`src/include/dbghc_map.svh`:
```
// Constants for the debug hardware command decoder.
// Assumes inclusion by bare name from the design and bench files.
`ifndef DBGHC_MAP_SVH
`define DBGHC_MAP_SVH
// ==========================================================
// Opcodes
`define DBGHC_OP_BACKGROUND 8'h90
`define DBGHC_OP_ACK_ON 8'hD5
`define DBGHC_OP_ACK_OFF 8'hD6
`define DBGHC_OP_RD_DBG_BYTE 8'hE4
`define DBGHC_OP_RD_DBG_WORD 8'hEC
`define DBGHC_OP_RD_APP_BYTE 8'hE0
`define DBGHC_OP_RD_APP_WORD 8'hE8
`define DBGHC_OP_WR_DBG_BYTE 8'hC4
`define DBGHC_OP_WR_DBG_WORD 8'hCC
`define DBGHC_OP_WR_APP_BYTE 8'hC0
`define DBGHC_OP_WR_APP_WORD 8'hC8
// ==========================================================
// Debug window in the memory map
`define DBGHC_WIN_BASE 16'hFF00
`define DBGHC_WIN_MASK 16'hFF00
// ==========================================================
// Timing
`define DBGHC_ACK_NS 16
`define DBGHC_CLK_NS 4
`define DBGHC_ACK_CYC ((`DBGHC_ACK_NS + `DBGHC_CLK_NS - 1) / `DBGHC_CLK_NS)
`endif

```
`src/include/dbghc_pkg.sv`:
```
// Types for the debug hardware command decoder.
// Assumes the constants header is on the include path.
package dbghc_pkg;
	// ==========================================================
	// Command request from the link side
	typedef struct packed {
		logic [7:0] opcode;
		logic [15:0] addr;
		logic [15:0] wdata;
	} dbghc_cmd_type;
	// ==========================================================
	// Memory request toward the system bus
	typedef struct packed {
		logic req;
		logic wr;
		logic dbg_sel;
		logic [15:0] addr;
		logic [15:0] wdata;
		logic [1:0] be;
	} dbghc_mem_type;
	typedef enum logic [2:0] {
		DBGHC_IDLE = 3'h0,
		DBGHC_ACCESS = 3'h1,
		DBGHC_WAIT = 3'h3,
		DBGHC_ACKP = 3'h2
	} dbghc_state_type;
endpackage

```
`src/hw/dbghc_pulse.sv`:
```
// Fixed-length acknowledge pulse generator.
// Assumes a single clock and synchronous active-low reset.
`timescale 1ns/1ps
`include "dbghc_map.svh"
module dbghc_pulse import dbghc_pkg::*; (
	input wire logic clk,
	input wire logic rst_n,
	input wire logic fire,
	output logic pulse
);
	logic [3:0] cnt_reg;
	logic [3:0] cnt_next;
	// ==========================================================
	// Counter
	always_comb begin
		cnt_next = cnt_reg;
		if (fire) begin
			cnt_next = 4'(`DBGHC_ACK_CYC);
		end else if (cnt_reg != 4'h0) begin
			cnt_next = cnt_reg - 4'h1;
		end
	end
	always_ff @(posedge clk) begin
		if (!rst_n) begin
			cnt_reg <= 4'h0;
		end else begin
			cnt_reg <= cnt_next;
		end
	end
	assign pulse = (cnt_reg != 4'h0);
endmodule // dbghc_pulse

```
`src/hw/dbghc_decoder.sv`:
```
// Hardware command decoder of the background debug port.
// Assumes the serial link front end delivers decoded commands with a valid strobe,
// and the system bus answers memory requests with a done pulse.
// Operation
// - Enter-background opcode enters background mode only if firmware enabled; ack then.
// - Handshake-enable opcode turns acknowledge on and acknowledges itself.
// - Handshake-disable opcode turns acknowledge off without acknowledging.
// - In-map reads take 16-bit address, return 16-bit data.
// - Out-of-map reads take 16-bit address, return application data.
// - In-map writes take address and data and store them.
// - Out-of-map writes take address and data, write application memory.
// - Byte data: odd address in low byte, even address in high byte.
// - Read acknowledge comes when read data is ready.
// - Write acknowledge comes after the write has completed.
// - Debug resources selected only during an in-map access.
// - Normal execution suspended while in background mode.
// - Background mode maps debug table at 0xFF00-0xFFFF.
`timescale 1ns/1ps
`include "dbghc_map.svh"
module dbghc_decoder import dbghc_pkg::*; (
	input wire logic clk,
	input wire logic rst_n,
	input wire logic cmd_valid,
	input wire dbghc_cmd_type cmd,
	output logic cmd_ready,
	input wire logic fw_enable,
	input wire logic bg_exit,
	output dbghc_mem_type mem,
	input wire logic mem_done,
	input wire logic [15:0] mem_rdata,
	output logic [15:0] rdata,
	output logic rdata_valid,
	output logic ack_pulse,
	output logic ack_enabled,
	output logic background_debug_mode,
	output logic cpu_halt,
	output logic dbg_window_on
);

	// Sequencer state, request, mode flags and their next values
	dbghc_state_type state_reg, state_next;
	dbghc_mem_type mem_reg, mem_next;
	logic ack_en_reg, ack_en_next;
	logic bdm_reg, bdm_next;
	logic [15:0] rdata_reg, rdata_next;
	logic rvalid_reg, rvalid_next;
	logic fire;
	// Decoded opcode class; known stays high for the three control opcodes
	logic is_rd, is_wr, is_dbg, is_byte, known;
	// Check helpers: a taken command, and a request address in the top page
	logic take;
	logic in_window;

	// ==========================================================
	// Opcode classification
	// Fully decoded, so any stray opcode falls to the default and is dropped
	always_comb begin
		is_rd = 1'b0;
		is_wr = 1'b0;
		is_dbg = 1'b0;
		is_byte = 1'b0;
		known = 1'b1;
		case (cmd.opcode)
			`DBGHC_OP_RD_DBG_BYTE: begin is_rd = 1'b1; is_dbg = 1'b1; is_byte = 1'b1; end
			`DBGHC_OP_RD_DBG_WORD: begin is_rd = 1'b1; is_dbg = 1'b1; end
			`DBGHC_OP_RD_APP_BYTE: begin is_rd = 1'b1; is_byte = 1'b1; end
			`DBGHC_OP_RD_APP_WORD: begin is_rd = 1'b1; end
			`DBGHC_OP_WR_DBG_BYTE: begin is_wr = 1'b1; is_dbg = 1'b1; is_byte = 1'b1; end
			`DBGHC_OP_WR_DBG_WORD: begin is_wr = 1'b1; is_dbg = 1'b1; end
			`DBGHC_OP_WR_APP_BYTE: begin is_wr = 1'b1; is_byte = 1'b1; end
			`DBGHC_OP_WR_APP_WORD: begin is_wr = 1'b1; end
			`DBGHC_OP_BACKGROUND, `DBGHC_OP_ACK_ON, `DBGHC_OP_ACK_OFF: begin end
			default: known = 1'b0;
		endcase
	end

	// ==========================================================
	// Command sequencer
	// Controls finish in the take cycle; only memory commands leave idle.
	// The ready gap after an access keeps a new take off the acknowledge start.
	always_comb begin
		state_next = state_reg;
		mem_next = mem_reg;
		ack_en_next = ack_en_reg;
		bdm_next = bdm_reg;
		rdata_next = rdata_reg;
		rvalid_next = 1'b0;
		fire = 1'b0;
		// Exit first, so an entry in the same cycle wins
		if (bg_exit) begin
			bdm_next = 1'b0;
		end
		case (state_reg)
			DBGHC_IDLE: begin
				if (cmd_valid && known) begin
					if (cmd.opcode == `DBGHC_OP_BACKGROUND) begin
						if (fw_enable) begin
							bdm_next = 1'b1;
							fire = ack_en_reg;
						end
					end else if (cmd.opcode == `DBGHC_OP_ACK_ON) begin
						ack_en_next = 1'b1;
						fire = 1'b1;
					end else if (cmd.opcode == `DBGHC_OP_ACK_OFF) begin
						ack_en_next = 1'b0;
					end else if (is_rd || is_wr) begin
						// Byte lanes: even address is high lane
						mem_next.req = 1'b1;
						mem_next.wr = is_wr;
						mem_next.dbg_sel = is_dbg;
						mem_next.addr = cmd.addr;
						mem_next.wdata = cmd.wdata;
						mem_next.be = !is_byte ? 2'h3 : (cmd.addr[0] ? 2'h1 : 2'h2);
						state_next = DBGHC_ACCESS;
					end
				end
			end
			DBGHC_ACCESS: begin
				// Request held until the bus answers
				if (mem_done) begin
					// Request dropped here; the lane not addressed reads back zero
					mem_next = '0;
					if (!mem_reg.wr) begin
						rdata_next = mem_reg.be == 2'h1 ? {8'h00, mem_rdata[7:0]} :
							mem_reg.be == 2'h2 ? {mem_rdata[15:8], 8'h00} : mem_rdata;
						rvalid_next = 1'b1;
					end
					state_next = DBGHC_WAIT;
				end
			end
			DBGHC_WAIT: begin
				// Data ready or write complete before acknowledging
				// Read data already stands on rdata in this beat
				fire = ack_en_reg;
				state_next = DBGHC_ACKP;
			end
			DBGHC_ACKP: begin
				// One spare beat before ready returns
				state_next = DBGHC_IDLE;
			end
			default: state_next = DBGHC_IDLE;
		endcase
	end

	// Register update; reset leaves every output low and ready high
	always_ff @(posedge clk) begin
		if (!rst_n) begin
			state_reg <= DBGHC_IDLE;
			mem_reg <= '0;
			ack_en_reg <= 1'b0;
			bdm_reg <= 1'b0;
			rdata_reg <= 16'h0000;
			rvalid_reg <= 1'b0;
		end else begin
			state_reg <= state_next;
			mem_reg <= mem_next;
			ack_en_reg <= ack_en_next;
			bdm_reg <= bdm_next;
			rdata_reg <= rdata_next;
			rvalid_reg <= rvalid_next;
		end
	end

	// ==========================================================
	// Acknowledge pulse
	// A new fire restarts the count rather than queueing a second pulse
	dbghc_pulse i_dbghc_pulse (
		.clk(clk),
		.rst_n(rst_n),
		.fire(fire),
		.pulse(ack_pulse)
	);

	// ==========================================================
	// Outputs
	// Ready is combinational so the host sees the idle beat at once
	assign cmd_ready = (state_reg == DBGHC_IDLE);
	assign mem = mem_reg;
	assign rdata = rdata_reg;
	assign rdata_valid = rvalid_reg;
	assign ack_enabled = ack_en_reg;
	assign background_debug_mode = bdm_reg;
	assign cpu_halt = bdm_reg;
	assign dbg_window_on = bdm_reg; // Top page mapped

	// ==========================================================
	// Check helpers
	assign take = cmd_valid && cmd_ready;
	assign in_window = (mem.addr & `DBGHC_WIN_MASK) == `DBGHC_WIN_BASE;

	// ==========================================================
	// Checks: opcode handling and handshake
	unk_no_access_a: assert property (@(posedge clk) disable iff (!rst_n)
		cmd_valid && cmd_ready && !known |=> !mem.req && !ack_pulse)
		else $error("unknown opcode acted on");
	bg_enter_a: assert property (@(posedge clk) disable iff (!rst_n)
		cmd_valid && cmd_ready && cmd.opcode == `DBGHC_OP_BACKGROUND && fw_enable && !bg_exit
		|=> background_debug_mode)
		else $error("background entry missed");
	bg_blocked_a: assert property (@(posedge clk) disable iff (!rst_n)
		cmd_valid && cmd_ready && cmd.opcode == `DBGHC_OP_BACKGROUND && !fw_enable
		&& !background_debug_mode |=> !background_debug_mode)
		else $error("background entered without firmware");
	ack_on_a: assert property (@(posedge clk) disable iff (!rst_n)
		cmd_valid && cmd_ready && cmd.opcode == `DBGHC_OP_ACK_ON |=> ##1 ack_pulse && ack_enabled)
		else $error("handshake enable not acknowledged");
	ack_off_a: assert property (@(posedge clk) disable iff (!rst_n)
		cmd_valid && cmd_ready && cmd.opcode == `DBGHC_OP_ACK_OFF && !ack_pulse
		|=> !ack_enabled ##1 !ack_pulse)
		else $error("handshake disable acknowledged");

	// ==========================================================
	// Checks: acknowledge timing, selects and lanes
	rd_ack_a: assert property (@(posedge clk) disable iff (!rst_n)
		rdata_valid && ack_enabled |=> ##1 ack_pulse)
		else $error("read acknowledge missing");
	wr_ack_a: assert property (@(posedge clk) disable iff (!rst_n)
		mem.req && mem.wr && !mem_done |-> !ack_pulse || $past(ack_pulse, 1))
		else $error("write acknowledged early");
	dbg_sel_a: assert property (@(posedge clk) disable iff (!rst_n)
		mem.dbg_sel |-> mem.req)
		else $error("debug select outside access");
	byte_lane_a: assert property (@(posedge clk) disable iff (!rst_n)
		rdata_valid && $past(mem.be) == 2'h1 |-> rdata[15:8] == 8'h00)
		else $error("odd byte lane wrong");
	halt_a: assert property (@(posedge clk) disable iff (!rst_n)
		background_debug_mode |-> cpu_halt && dbg_window_on)
		else $error("execution not suspended");

	// ==========================================================
	// Checks: request toward the bus
	// Request fields stand unchanged until the bus answers
	mem_hold_a: assert property (@(posedge clk) disable iff (!rst_n)
		mem.req && !mem_done |=> mem.req && $stable(mem.addr) && $stable(mem.be)
		&& $stable(mem.wr) && $stable(mem.dbg_sel))
		else $error("memory request changed while waiting");
	mem_clear_a: assert property (@(posedge clk) disable iff (!rst_n)
		mem.req && mem_done |=> !mem.req && !mem.dbg_sel)
		else $error("debug select held after access");
	// Each opcode family reaches the bus with its own direction and select
	rd_dbg_req_a: assert property (@(posedge clk) disable iff (!rst_n)
		take && cmd.opcode == `DBGHC_OP_RD_DBG_BYTE
		|=> mem.req && !mem.wr && mem.dbg_sel && mem.addr == $past(cmd.addr))
		else $error("in-map byte read not issued");
	rd_app_req_a: assert property (@(posedge clk) disable iff (!rst_n)
		take && cmd.opcode == `DBGHC_OP_RD_APP_WORD
		|=> mem.req && !mem.wr && !mem.dbg_sel && mem.be == 2'h3)
		else $error("application word read not issued");
	wr_dbg_req_a: assert property (@(posedge clk) disable iff (!rst_n)
		take && cmd.opcode == `DBGHC_OP_WR_DBG_WORD
		|=> mem.req && mem.wr && mem.dbg_sel && mem.wdata == $past(cmd.wdata))
		else $error("in-map word write not issued");
	wr_app_req_a: assert property (@(posedge clk) disable iff (!rst_n)
		take && cmd.opcode == `DBGHC_OP_WR_APP_BYTE
		|=> mem.req && mem.wr && !mem.dbg_sel && mem.wdata == $past(cmd.wdata))
		else $error("application byte write not issued");
	byte_sel_a: assert property (@(posedge clk) disable iff (!rst_n)
		mem.req && mem.be != 2'h3 |-> mem.be == {!mem.addr[0], mem.addr[0]})
		else $error("byte lane select wrong");

	// ==========================================================
	// Checks: data and acknowledge after the access
	rd_data_a: assert property (@(posedge clk) disable iff (!rst_n)
		mem.req && !mem.wr && mem.be == 2'h3 && mem_done
		|=> rdata_valid && rdata == $past(mem_rdata))
		else $error("word read data lost");
	even_lane_a: assert property (@(posedge clk) disable iff (!rst_n)
		rdata_valid && $past(mem.be) == 2'h2 |-> rdata[7:0] == 8'h00)
		else $error("even byte lane wrong");
	// Read data must not move while its acknowledge goes out
	rd_stand_a: assert property (@(posedge clk) disable iff (!rst_n)
		rdata_valid |=> $stable(rdata) ##1 $stable(rdata))
		else $error("read data moved before acknowledge");
	wr_done_ack_a: assert property (@(posedge clk) disable iff (!rst_n)
		mem.req && mem.wr && mem_done |=> !rdata_valid ##1 (ack_pulse == ack_enabled))
		else $error("write completion acknowledge wrong");
	// With handshake off a read stays silent
	rd_quiet_a: assert property (@(posedge clk) disable iff (!rst_n)
		rdata_valid && !ack_enabled |=> ##1 !ack_pulse)
		else $error("read acknowledged with handshake off");

	// ==========================================================
	// Checks: mode changes
	unk_ignored_a: assert property (@(posedge clk) disable iff (!rst_n)
		take && !known && !bg_exit |=> cmd_ready && $stable(ack_enabled)
		&& $stable(background_debug_mode))
		else $error("unknown opcode changed state");
	bg_ack_a: assert property (@(posedge clk) disable iff (!rst_n)
		take && cmd.opcode == `DBGHC_OP_BACKGROUND && fw_enable && ack_enabled
		|=> background_debug_mode && ack_pulse)
		else $error("background entry not acknowledged");
	bg_exit_a: assert property (@(posedge clk) disable iff (!rst_n)
		bg_exit && !(take && cmd.opcode == `DBGHC_OP_BACKGROUND && fw_enable)
		|=> !background_debug_mode && !cpu_halt && !dbg_window_on)
		else $error("execution left suspended");

	// ==========================================================
	// Covers
	rd_cov: cover property (@(posedge clk) disable iff (!rst_n) rdata_valid && ack_enabled);
	wr_cov: cover property (@(posedge clk) disable iff (!rst_n) mem.req && mem.wr && mem_done);
	bg_cov: cover property (@(posedge clk) disable iff (!rst_n)
		!background_debug_mode ##1 background_debug_mode);
	odd_rd_cov: cover property (@(posedge clk) disable iff (!rst_n)
		rdata_valid && $past(mem.be) == 2'h1);
	dbg_win_cov: cover property (@(posedge clk) disable iff (!rst_n)
		mem.req && mem.dbg_sel && in_window);
endmodule // dbghc_decoder

```
`config.mk`:
```
export PLATFORM = sky130hd
export DESIGN_NAME = dbghc_decoder
export DESIGN_NICKNAME = d
export VERILOG_FILES = /design/src/include/dbghc_pkg.sv /design/src/hw/dbghc_pulse.sv /design/src/hw/dbghc_decoder.sv
export VERILOG_INCLUDE_DIRS = /design/src /design/src/include
export SDC_FILE = /design/constraint.sdc
export NUM_CORES = 1
export LEC_CHECK = 0
export ABC_AREA = 1
export CAP_MARGIN = 20
export CORE_MARGIN = 5
export CORE_UTILIZATION = 54
export CTS_CLUSTER_SIZE = 24
export DETAILED_ROUTE_END_ITERATION = 10
export DONT_BUFFER_PORTS = 1
export GPL_TIMING_DRIVEN = 0
export PLACE_DENSITY = 0.75
export SLEW_MARGIN = 20
export SYNTH_ARGS = -nofsm -noshare
export SYNTH_HDL_FRONTEND = slang
export SYNTH_SLANG_ARGS = --single-unit
```
`constraint.sdc`:
```
create_clock -name clk -period 2.3 [get_ports clk]
set_clock_uncertainty 0.2 [all_clocks]
set_input_delay 0.23 -clock clk [delete_from_list [all_inputs] [get_ports clk]]
set_output_delay 0.23 -clock clk [all_outputs]
set_load 0.01 [all_outputs]
```
==> results.md, run 1 <==
- Crit Path Class: reg -> reg
- Dpl cells: 514
- Tot GR Track Use: 0.236
- Fraction of registers with async set/reset: 0
- Gpl congestion: 0.873
- Residual DRC: 0
- XOR/XNOR Fraction of Synth Area: 0.00527
- Setup TNS: 0 ps
- Routed length per instance: 15.5 um
- Hold Fails Final Rpt: 0
- Number of flip-flops under the largest register name: 37
- Vias per std cell: between 5 and 6
- Status: completed
- Top cell type's share of synthesized area: 0.373
- CORE AREA: 0.00596 mm2
- CTS Buf Count: 9
- N_diodes: 0
- Syn nets: 506
- Critical path endpoint category: flip-flop
- Ports: 122
- PwrDens: 1340 mW/mm2
- Worst Setup Start Kind: flip-flop
- Unrepaired setup endpoints after global routing: no
- Ranking of synthesized cells by area: dfxtp_1 37%, nand2_1 8.1%, nand4_1 7.5%, nand2_4 7.1%, a21oi_1 5.9%
- Synth Area in Compound Gates: 0.116
- Max transition margin: 0.555
- Congestion Overflow GR: 0
- Pins Over Slew Limit: 0
- Cell Area, Synth: between 0.003 and 0.004 mm2
- H-tree depth: 3
- Die span in x: approximately 90 um
- I/O Buffers: 0
- Post-synthesis mux area share: 0
- Initial core utilization: 0.559
- Adder-cell share of the synthesized area: 0.0188
- CTS Root Cell: clkbuf_8
- Max Fclk: 463 MHz
- Yosys warns: 0
- Peak supply drop: 0.000958 V
- WL final: between 9 and 10 mm
- Area delta synth->final: 27.5%
- Die Area: 0.00783 mm2
- Number of synthesized flops with an enable pin: 0
- Syn avg cell area: 7.58 um2
- Top_reg_cell synth: dfxtp_1
- Leak: 1.78 nW
- Worst-path fanout max: 6
- Pre-CTS setup slack: about 220 ps
- Max Cap Violations: 0
- Most frequent cell after synthesis: nand2_1
- #FFs+latches synth: 62
- Rows: 28
- Sink Count: 62
- Post-route cell area: 0.00424 mm2
- Vert. Die Dim: 88.5 um
- Dpl hpwl: 5.94 mm
- HP Class: in -> reg
- Clock share of power: 0.225
- Fin util: 0.712
- Post-route antenna net violation count: 0
- First-pass GRT wire length: 14.4 mm
- DRT iter0 DRCs: 165
- Antenna violations before repair: 0
- Period minus WS final: 2160 ps
- Area leader, netlist: dfxtp_1
- Placed cell areas: 0.00342 mm2
- Int Pwr: approximately 3.3 mW
- Register share of total power: 0.303
- Setup WS post-layout: 141 ps
- Worst-Skew Late Latency: 330 ps
- Fraction of layout cells with a size suffix above 1: 0.190
- Seq. cell area: about 0.0012 mm2
- Multi-input logic area: 0.00163 mm2
- Hold Slack: 25.2 ps
- DR vias: 3078
- Worst slew pin tran: 668 ps
- Crit path DAT: 2240 ps
- Layout fillers: around 460
- Critical path data required time: 2380 ps
- Power Total: 5.70 mW
- Logic gate share of total power: 0.472
- Post-CTS Setup Repair Bufs: 0
- Vias in the first global route: 3093
- Layout Nets: 572
- Gate Count Post-Synth: 439
- CTS tree: built
- Main combinational cell family by area after synthesis: simple AND/OR/NAND/NOR gates
- Crit share post-route: 0.939
- Synth cell count leaders: 72 x nand2_1, 62 x dfxtp_1, 51 x inv_1, 51 x nor2_1, 40 x nand4_1
- Largest net degree at the start of global routing: 13
- Drt first pass iters: 4
- Sw Share: 0.422
- Sequential-to-total area share from yosys stat: 0.373
- Final setup fails: 0
- Cell Count, Final, Fillers Out: 585
- Post-synthesis simple-gate area fraction: 0.349
- Clk buf depth: 2
- Sw Pwr: 2.40 mW
- Reg clk slew, reported paths: approximately 70 ps
- Distinct cell type count after synthesis: 27
==> critical path, stage by stage (launching register included) <==
cell and delay, ps:
dfxtp_1 340, inv_1 90, ha_2 300, nand2_1 80
inv_1 70, nand4_1 120, nand2_1 130, nand4_1 90
a21oi_1 130, dlygate4sd3_1 560
==> power by group through the flow <==
stage	clock network [mW]	registers, mW	logic [mW]
after detailed placement	0	1.75	2.58
after CTS	1.31	1.73	2.67
after floorplan	0	1.68	2.17
after global placement	0	1.75	2.54
final	1.28	1.73	2.69
after global routing	1.36	1.77	2.96
==> repair_timing <==
action | CTS | global route
gates resized for setup | 0 | 1
setup endpoints to repair | 0 | 1
hold buffers | 55 | 0
endpoints found under the hold margin | 56 | 0
==> routing by layer <==
layer  wire length (um)  track usage  part of all wire
met5                  0            0                 0
met4                 80       0.0879            0.0088
met3                854       0.0782             0.094
met2               4600        0.417              0.51
met1               3550        0.262              0.39
==> kinds of logic after synthesis <==
kind of cell | after synthesis
simple gates | 219
buf+inv | 89
compound gates | 62
flops | 62
fa+ha+maj | 5
xor+xnor | 2
==> path summary, 6_finish.rpt <==
path	from	endpoint	slack (ps)	cells after the start
worst min register to register	state_reg[0]	state_reg[0]	310	2
worst max-delay path	state_reg[0]	background_debug_mode	140	9
worst min-delay path	cmd[39]	ack_enabled	30	4
worst max register to register	state_reg[0]	background_debug_mode	140	9
==> cell type report <==
type,instances,share of cell area
tap,75,0.0221
buffer,31,0.0566
clock buffer,9,0.0292
timing repair buffer,55,0.130
multi-input combinational,288,0.384
sequential,62,0.293
inverter,58,0.0516
clock inverter,7,0.0342
==> cell usage in the layout (no fill, tap or decap), types with 2 or more instances in the layout <==
master         synthesis  layout
dfxtp_1               62      62
buf_8                  3       3
nand3_1               21      21
buf_2                 11      11
o21ai_0                2       2
nand3_4                2       2
nand2_4               21      21
buf_4                  3       3
inv_2                  6       6
nor2_2                 4       4
a21oi_2               20      20
inv_1                 51      51
dlygate4sd3_1          0      55
xor2_1                 2       2
a21oi_1               39      39
nor2_1                51      51
clkbuf_8               0       9
clkbuf_1               9       9
nand4_1               40      40
nand2_1               72      72
buf_12                 4       4
ha_1                   5       4
nor3_1                 2       2
nand2_2                4       4
bufinv_16              0       4
(Power assumes the default switching activity.)
==> inputs of run 2 (changes only) <==
==> constraint.sdc (replaced) <==
create_clock -name clk -period 2.3 [get_ports clk]
set_clock_uncertainty 0.2 [all_clocks]
set_input_delay 0.345 -clock clk [delete_from_list [all_inputs] [get_ports clk]]
set_output_delay 0.345 -clock clk [all_outputs]
set_load 0.01 [all_outputs]
==> results.md, run 2 (synthesized netlist as in run 1, its figures left out) <==
- Fraction of layout cells with a size suffix above 1: 0.205
- Met3 Resource Use GR: 0.0875
- Leading cell type in the layout, fill and taps excluded: nand2_1
- DRT iter0 DRCs: 128
- Congestion Overflow GR: 0
- Clock share of power: 0.228
- CTS Root Cell: clkbuf_8
- Post-route cell area: ~0.0039 mm2
- Hold Fails Final Rpt: 0
- First-pass GRT wire length: 12.9 mm
- H-tree depth: 3
- Sw Pwr: 2.37 mW
- Register share of total power: 0.306
- Largest net degree at the start of global routing: 13
- Layout fillers: 514
- CTS Buf Count: 9
- Layout Nets: 536
- Gr busiest metal: met2
- Max transition margin: 0.540
- Crit path DAT: 2230 ps
- Die span in x: 88.5 um
- Setup TNS: 0 ps
- Rows: 28
- Vias per std cell: around 5.3
- Number of flip-flops under the largest register name: 37
- Ports: 122
- Final setup fails: 0
- Sw Share: 0.422
- Period minus WS final: 2150 ps
- Routed length per instance: roughly 15 um
- Critical path endpoint category: flip-flop
- Met2 Use GR: 0.344
- Logic gate share of total power: 0.466
- CTS tree: built
- Post-route antenna net violation count: 0
- Worst-Skew Late Latency: 330 ps
- M1 GR Usage: 0.239
- Drt first pass iters: 5
- Critical path data required time: 2380 ps
- Crit share post-route: 0.935
- Worst-path fanout max: 6
- Reg clk slew, reported paths: 70 ps
- CORE AREA: 0.00596 mm2
- Dpl hpwl: 5.94 mm
- DR vias: 2901
- PwrDens: approximately 1400 mW/mm2
- Vias in the first global route: 2801
- Vert. Die Dim: about 90 um
- Int Pwr: roughly 3.3 mW
- Gpl congestion: 0.873
- Peak supply drop: 0.000950 V
- Max Fclk: 465 MHz
- WL final: ~8 mm
- Unrepaired setup endpoints after global routing: no
- Initial core utilization: 0.559
- Max Cap Violations: 0
- Status: completed
- Post-CTS Setup Repair Bufs: 0
- Tot GR Track Use: 0.210
- Worst slew pin tran: around 700 ps
- Sink Count: 62
- Most frequent cells in the layout: 72 x nand2_1, 62 x dfxtp_1, 51 x inv_1, 51 x nor2_1, 40 x nand4_1
- Crit Path Class: reg -> reg
- Clk buf depth: 2
- I/O Buffers: 0
- HP Class: in -> reg
- Antenna violations before repair: 0
- N_diodes: 0
- Area delta synth->final: 16.7%
- Pins Over Slew Limit: 0
- Residual DRC: 0
- Worst Setup Start Kind: flip-flop
- Leak: approximately 1.6 nW
- Die Area: 0.00783 mm2
- Placed cell areas: roughly 0.0034 mm2
[run 2: cell types whose count changed in the layout (fill, tap and decap cells not counted), sizes merged]
cell,delta
dlygate4sd3,-36
[run 2: worst max-delay path, stage by stage (launching register included)]
cell	delay [ps]
dfxtp_1	340
inv_1	90
ha_2	300
nand2_1	80
inv_1	70
nand4_1	120
nand2_1	130
nand4_1	90
a21oi_1	130
dlygate4sd3_1	560
[run 2: metal layers]
| layer | part of all wire | up-vias |
|---|---|---|
| li1 | - | 1478 |
| met1 | 0.41 | 1298 |
| met2 | 0.47 | 107 |
| met3 | 0.10 | 18 |
| met4 | 0.019 | 0 |
| met5 | 0 | - |
[run 2: path summary, 6_finish.rpt]
kind | start | to | slack, ps | cells after the start
min reg2reg | state_reg[0] | state_reg[0] | 310 | 2
max | state_reg[0] | background_debug_mode | 150 | 9
min | cmd[27] | mem[29] | 50 | 4
max reg2reg | state_reg[0] | background_debug_mode | 150 | 9
[run 2: final cells by class]
cell class / count / area, um2 / share of cell area
multi-input combinational: 288 / 1630 / 0.420
tap: 75 / 93.8 / 0.0242
clock buffer: 9 / 124 / 0.0319
clock inverter: 7 / 145 / 0.0374
inverter: 58 / 219 / 0.0564
timing repair buffer: 19 / 190 / 0.0490
sequential: 62 / 1240 / 0.320
buffer: 31 / 240 / 0.0619
[run 2: what timing repair did]
action / CTS / global route
endpoints found under the setup margin: 0 / 1
hold buffers: 19 / 0
endpoints found under the hold margin: 21 / 0
gates resized for setup: 0 / 1
[run 2: per-stage QoR]
step	utilization	worst slack [ps]	hold slack, ps	std cells	total power, mW
after floorplan	-	417	274	439	3.85
after global placement	0.574	266	290	514	4.29
after detailed placement	0.574	224	303	514	4.33
after CTS	0.651	55.6	34.1	549	5.66
after global routing	0.652	29.2	50.4	549	6.03
final	0.652	149	47.9	549	5.62
[run 2: power by group through the flow]
stage / clock, mW / sequential [mW] / combinational, mW
floorplan: 0 / 1.68 / 2.17
global placement: 0 / 1.75 / 2.54
detailed placement: 0 / 1.75 / 2.58
CTS: 1.31 / 1.73 / 2.62
global route: 1.36 / 1.76 / 2.90
finish: 1.28 / 1.72 / 2.62
==> inputs of run 3 (changes only) <==
==> constraint.sdc (replaced) <==
create_clock -name clk -period 2.2 [get_ports clk]
set_clock_uncertainty 0.2 [all_clocks]
set_input_delay 0.33 -clock clk [delete_from_list [all_inputs] [get_ports clk]]
set_output_delay 0.33 -clock clk [all_outputs]
set_load 0.01 [all_outputs]
==> results.md, run 3 (synthesized netlist as in run 1, its figures left out) <==
- Die span in x: 88.5 um
- Hold Fails Final Rpt: 0
- Drt first pass iters: 4
- Critical path data required time: 2260 ps
- Area delta synth->final: 16.8%
- Max Fclk: 495 MHz
- Sink Count: 62
- CTS tree: built
- FF-to-FF End: mem[13]
- Antenna violations before repair: 0
- Clk buf depth: 2
- PwrDens: roughly 1500 mW/mm2
- Leading cell type in the layout, fill and taps excluded: nand2_1
- Tot GR Track Use: 0.209
- Rows: 28
- Worst hold start: cmd[27]
- Power Total: 5.88 mW
- Most used cell, CP: inv_2
- Worst-path fanout max: 10
- N_diodes: 0
- CORE AREA: roughly 0.0060 mm2
- Cells along the critical path: inv_1, ha_1, buf_4, inv_2, nor2_1, inv_2, buf_2, clkbuf_4, nand4_1, a21oi_2
- Reg clk slew, reported paths: 70 ps
- Residual DRC: 0
- I/O Buffers: 0
- Slowest CP cell: dfxtp_1
- Vias in the first global route: 2790
- Worst slew pin tran: 681 ps
- Post-route antenna net violation count: 0
- Final setup fails: 0
- Delay of the slowest critical-path stage: 350 ps
- Ports: 122
- DR vias: 2894
- Fin util: 0.653
- Dpl hpwl: 5.94 mm
- Layout Nets: roughly 540
- CTS Root Cell: clkbuf_8
- R2R Path Start: state_reg[1]
- First-pass GRT wire length: 12.8 mm
- Period minus WS final: approximately 2000 ps
- Gpl congestion: about 0.87
- Unrepaired setup endpoints after global routing: no
- Routed length per instance: roughly 15 um
- Number of flip-flops under the largest register name: 37
- Leak: roughly 1.6 nW
- Worst Hold Depth: 4
- Max transition margin: 0.546
- Worst reg2reg setup slack: 180 ps
- Largest net degree at the start of global routing: 13
- Worst-Skew Late Latency: 330 ps
- Setup TNS: 0 ps
- Worst-case reg-to-reg path depth: 10
- Max Cap Violations: 0
- Die Area: between 0.007 and 0.008 mm2
- H-tree depth: 3
- Min-Delay Endpoint: mem[29]
- DRT iter0 DRCs: 135
- HP Class: in -> reg
- WL final: 8.16 mm
- Pins Over Slew Limit: 0
- Congestion Overflow GR: 0
- Status: completed
- Peak supply drop: 0.000991 V
- Initial core utilization: 0.559
- Vias per std cell: 5.27
- Critical path endpoint category: flip-flop
- CTS Buf Count: 9
- Crit share post-route: 0.919
- Worst Setup Start Kind: flip-flop
- Crit Path Class: reg -> reg
- Crit path DAT: ~2100 ps
- Vert. Die Dim: roughly 88 um
- Fraction of layout cells with a size suffix above 1: 0.205
- Most frequent cells in the layout: 72 x nand2_1, 62 x dfxtp_1, 51 x inv_1, 51 x nor2_1, 40 x nand4_1
-- run 3: report_power, final --
group	switching, mW	total, mW	internal [mW]
Sequential	0.383	1.80	1.42
Clock	0.467	1.34	0.873
Combinational	1.63	2.74	1.12
-- run 3: critical path: cells and delay by family (launching register included) --
family / cells / cell delay (ps)
adder cells (fa/ha/maj): 1 / 190
flip-flops: 1 / 350
buffers and inverters: 6 / 880
AND/OR/NAND/NOR: 2 / 190
AO/OA/AOI/OAI: 1 / 150
-- run 3: final cells by class --
class,instances,area [um2]
Fill cell,512,2070
Timing Repair Buffer,19,190
Clock buffer,9,124
Inverter,58,219
Buffer,31,245
Multi-Input combinational cell,288,1630
Sequential cell,62,1240
Clock inverter,7,145
Tap cell,75,93.8
-- run 3: worst max-delay path by stage --
| stage | slack (ps) | end | startpoint | depth (start not counted) |
|---|---|---|---|---|
| 3_5_place_dp | 120 | mem[9] | state_reg[0] | 9 |
| 2_1_floorplan | 320 | mem[10] | state_reg[0] | 9 |
| 5_1_grt | 10 | mem[14] | state_reg[1] | 10 |
| 3_3_place_gp | 170 | mem[9] | state_reg[0] | 9 |
| 4_1_cts | 100 | mem[9] | state_reg[0] | 9 |
| 6_report | 180 | mem[13] | state_reg[1] | 10 |
-- run 3: stage by stage --
stage          cells  hold WS [ps]  instance area, um2  worst slack [ps]
3_3_place_gp     514           282                3420               166
5_1_grt          549          35.4                3890              14.0
2_1_floorplan    439           272                3330               317
6_report         549          36.6                3890               178
4_1_cts          549          19.1                3880               104
3_5_place_dp     514           295                3420               124
-- run 3: what timing repair did --
item | CTS | global route
hold buffers | 19 | 0
endpoints found under the setup margin | 0 | 4
setup buffers | 0 | 0
hold endpoints to repair | 21 | 0
resized for setup | 0 | 3
-- run 3: per-layer routing --
| metal | track usage | vias to the layer above | share of wire |
|---|---|---|---|
| met3 | 0.0875 | 15 | 0.098 |
| met4 | 0.0920 | 0 | 0.016 |
| li1 | - | 1478 | - |
| met2 | 0.343 | 103 | 0.47 |
| met1 | 0.239 | 1298 | 0.41 |
| met5 | 0 | - | 0 |
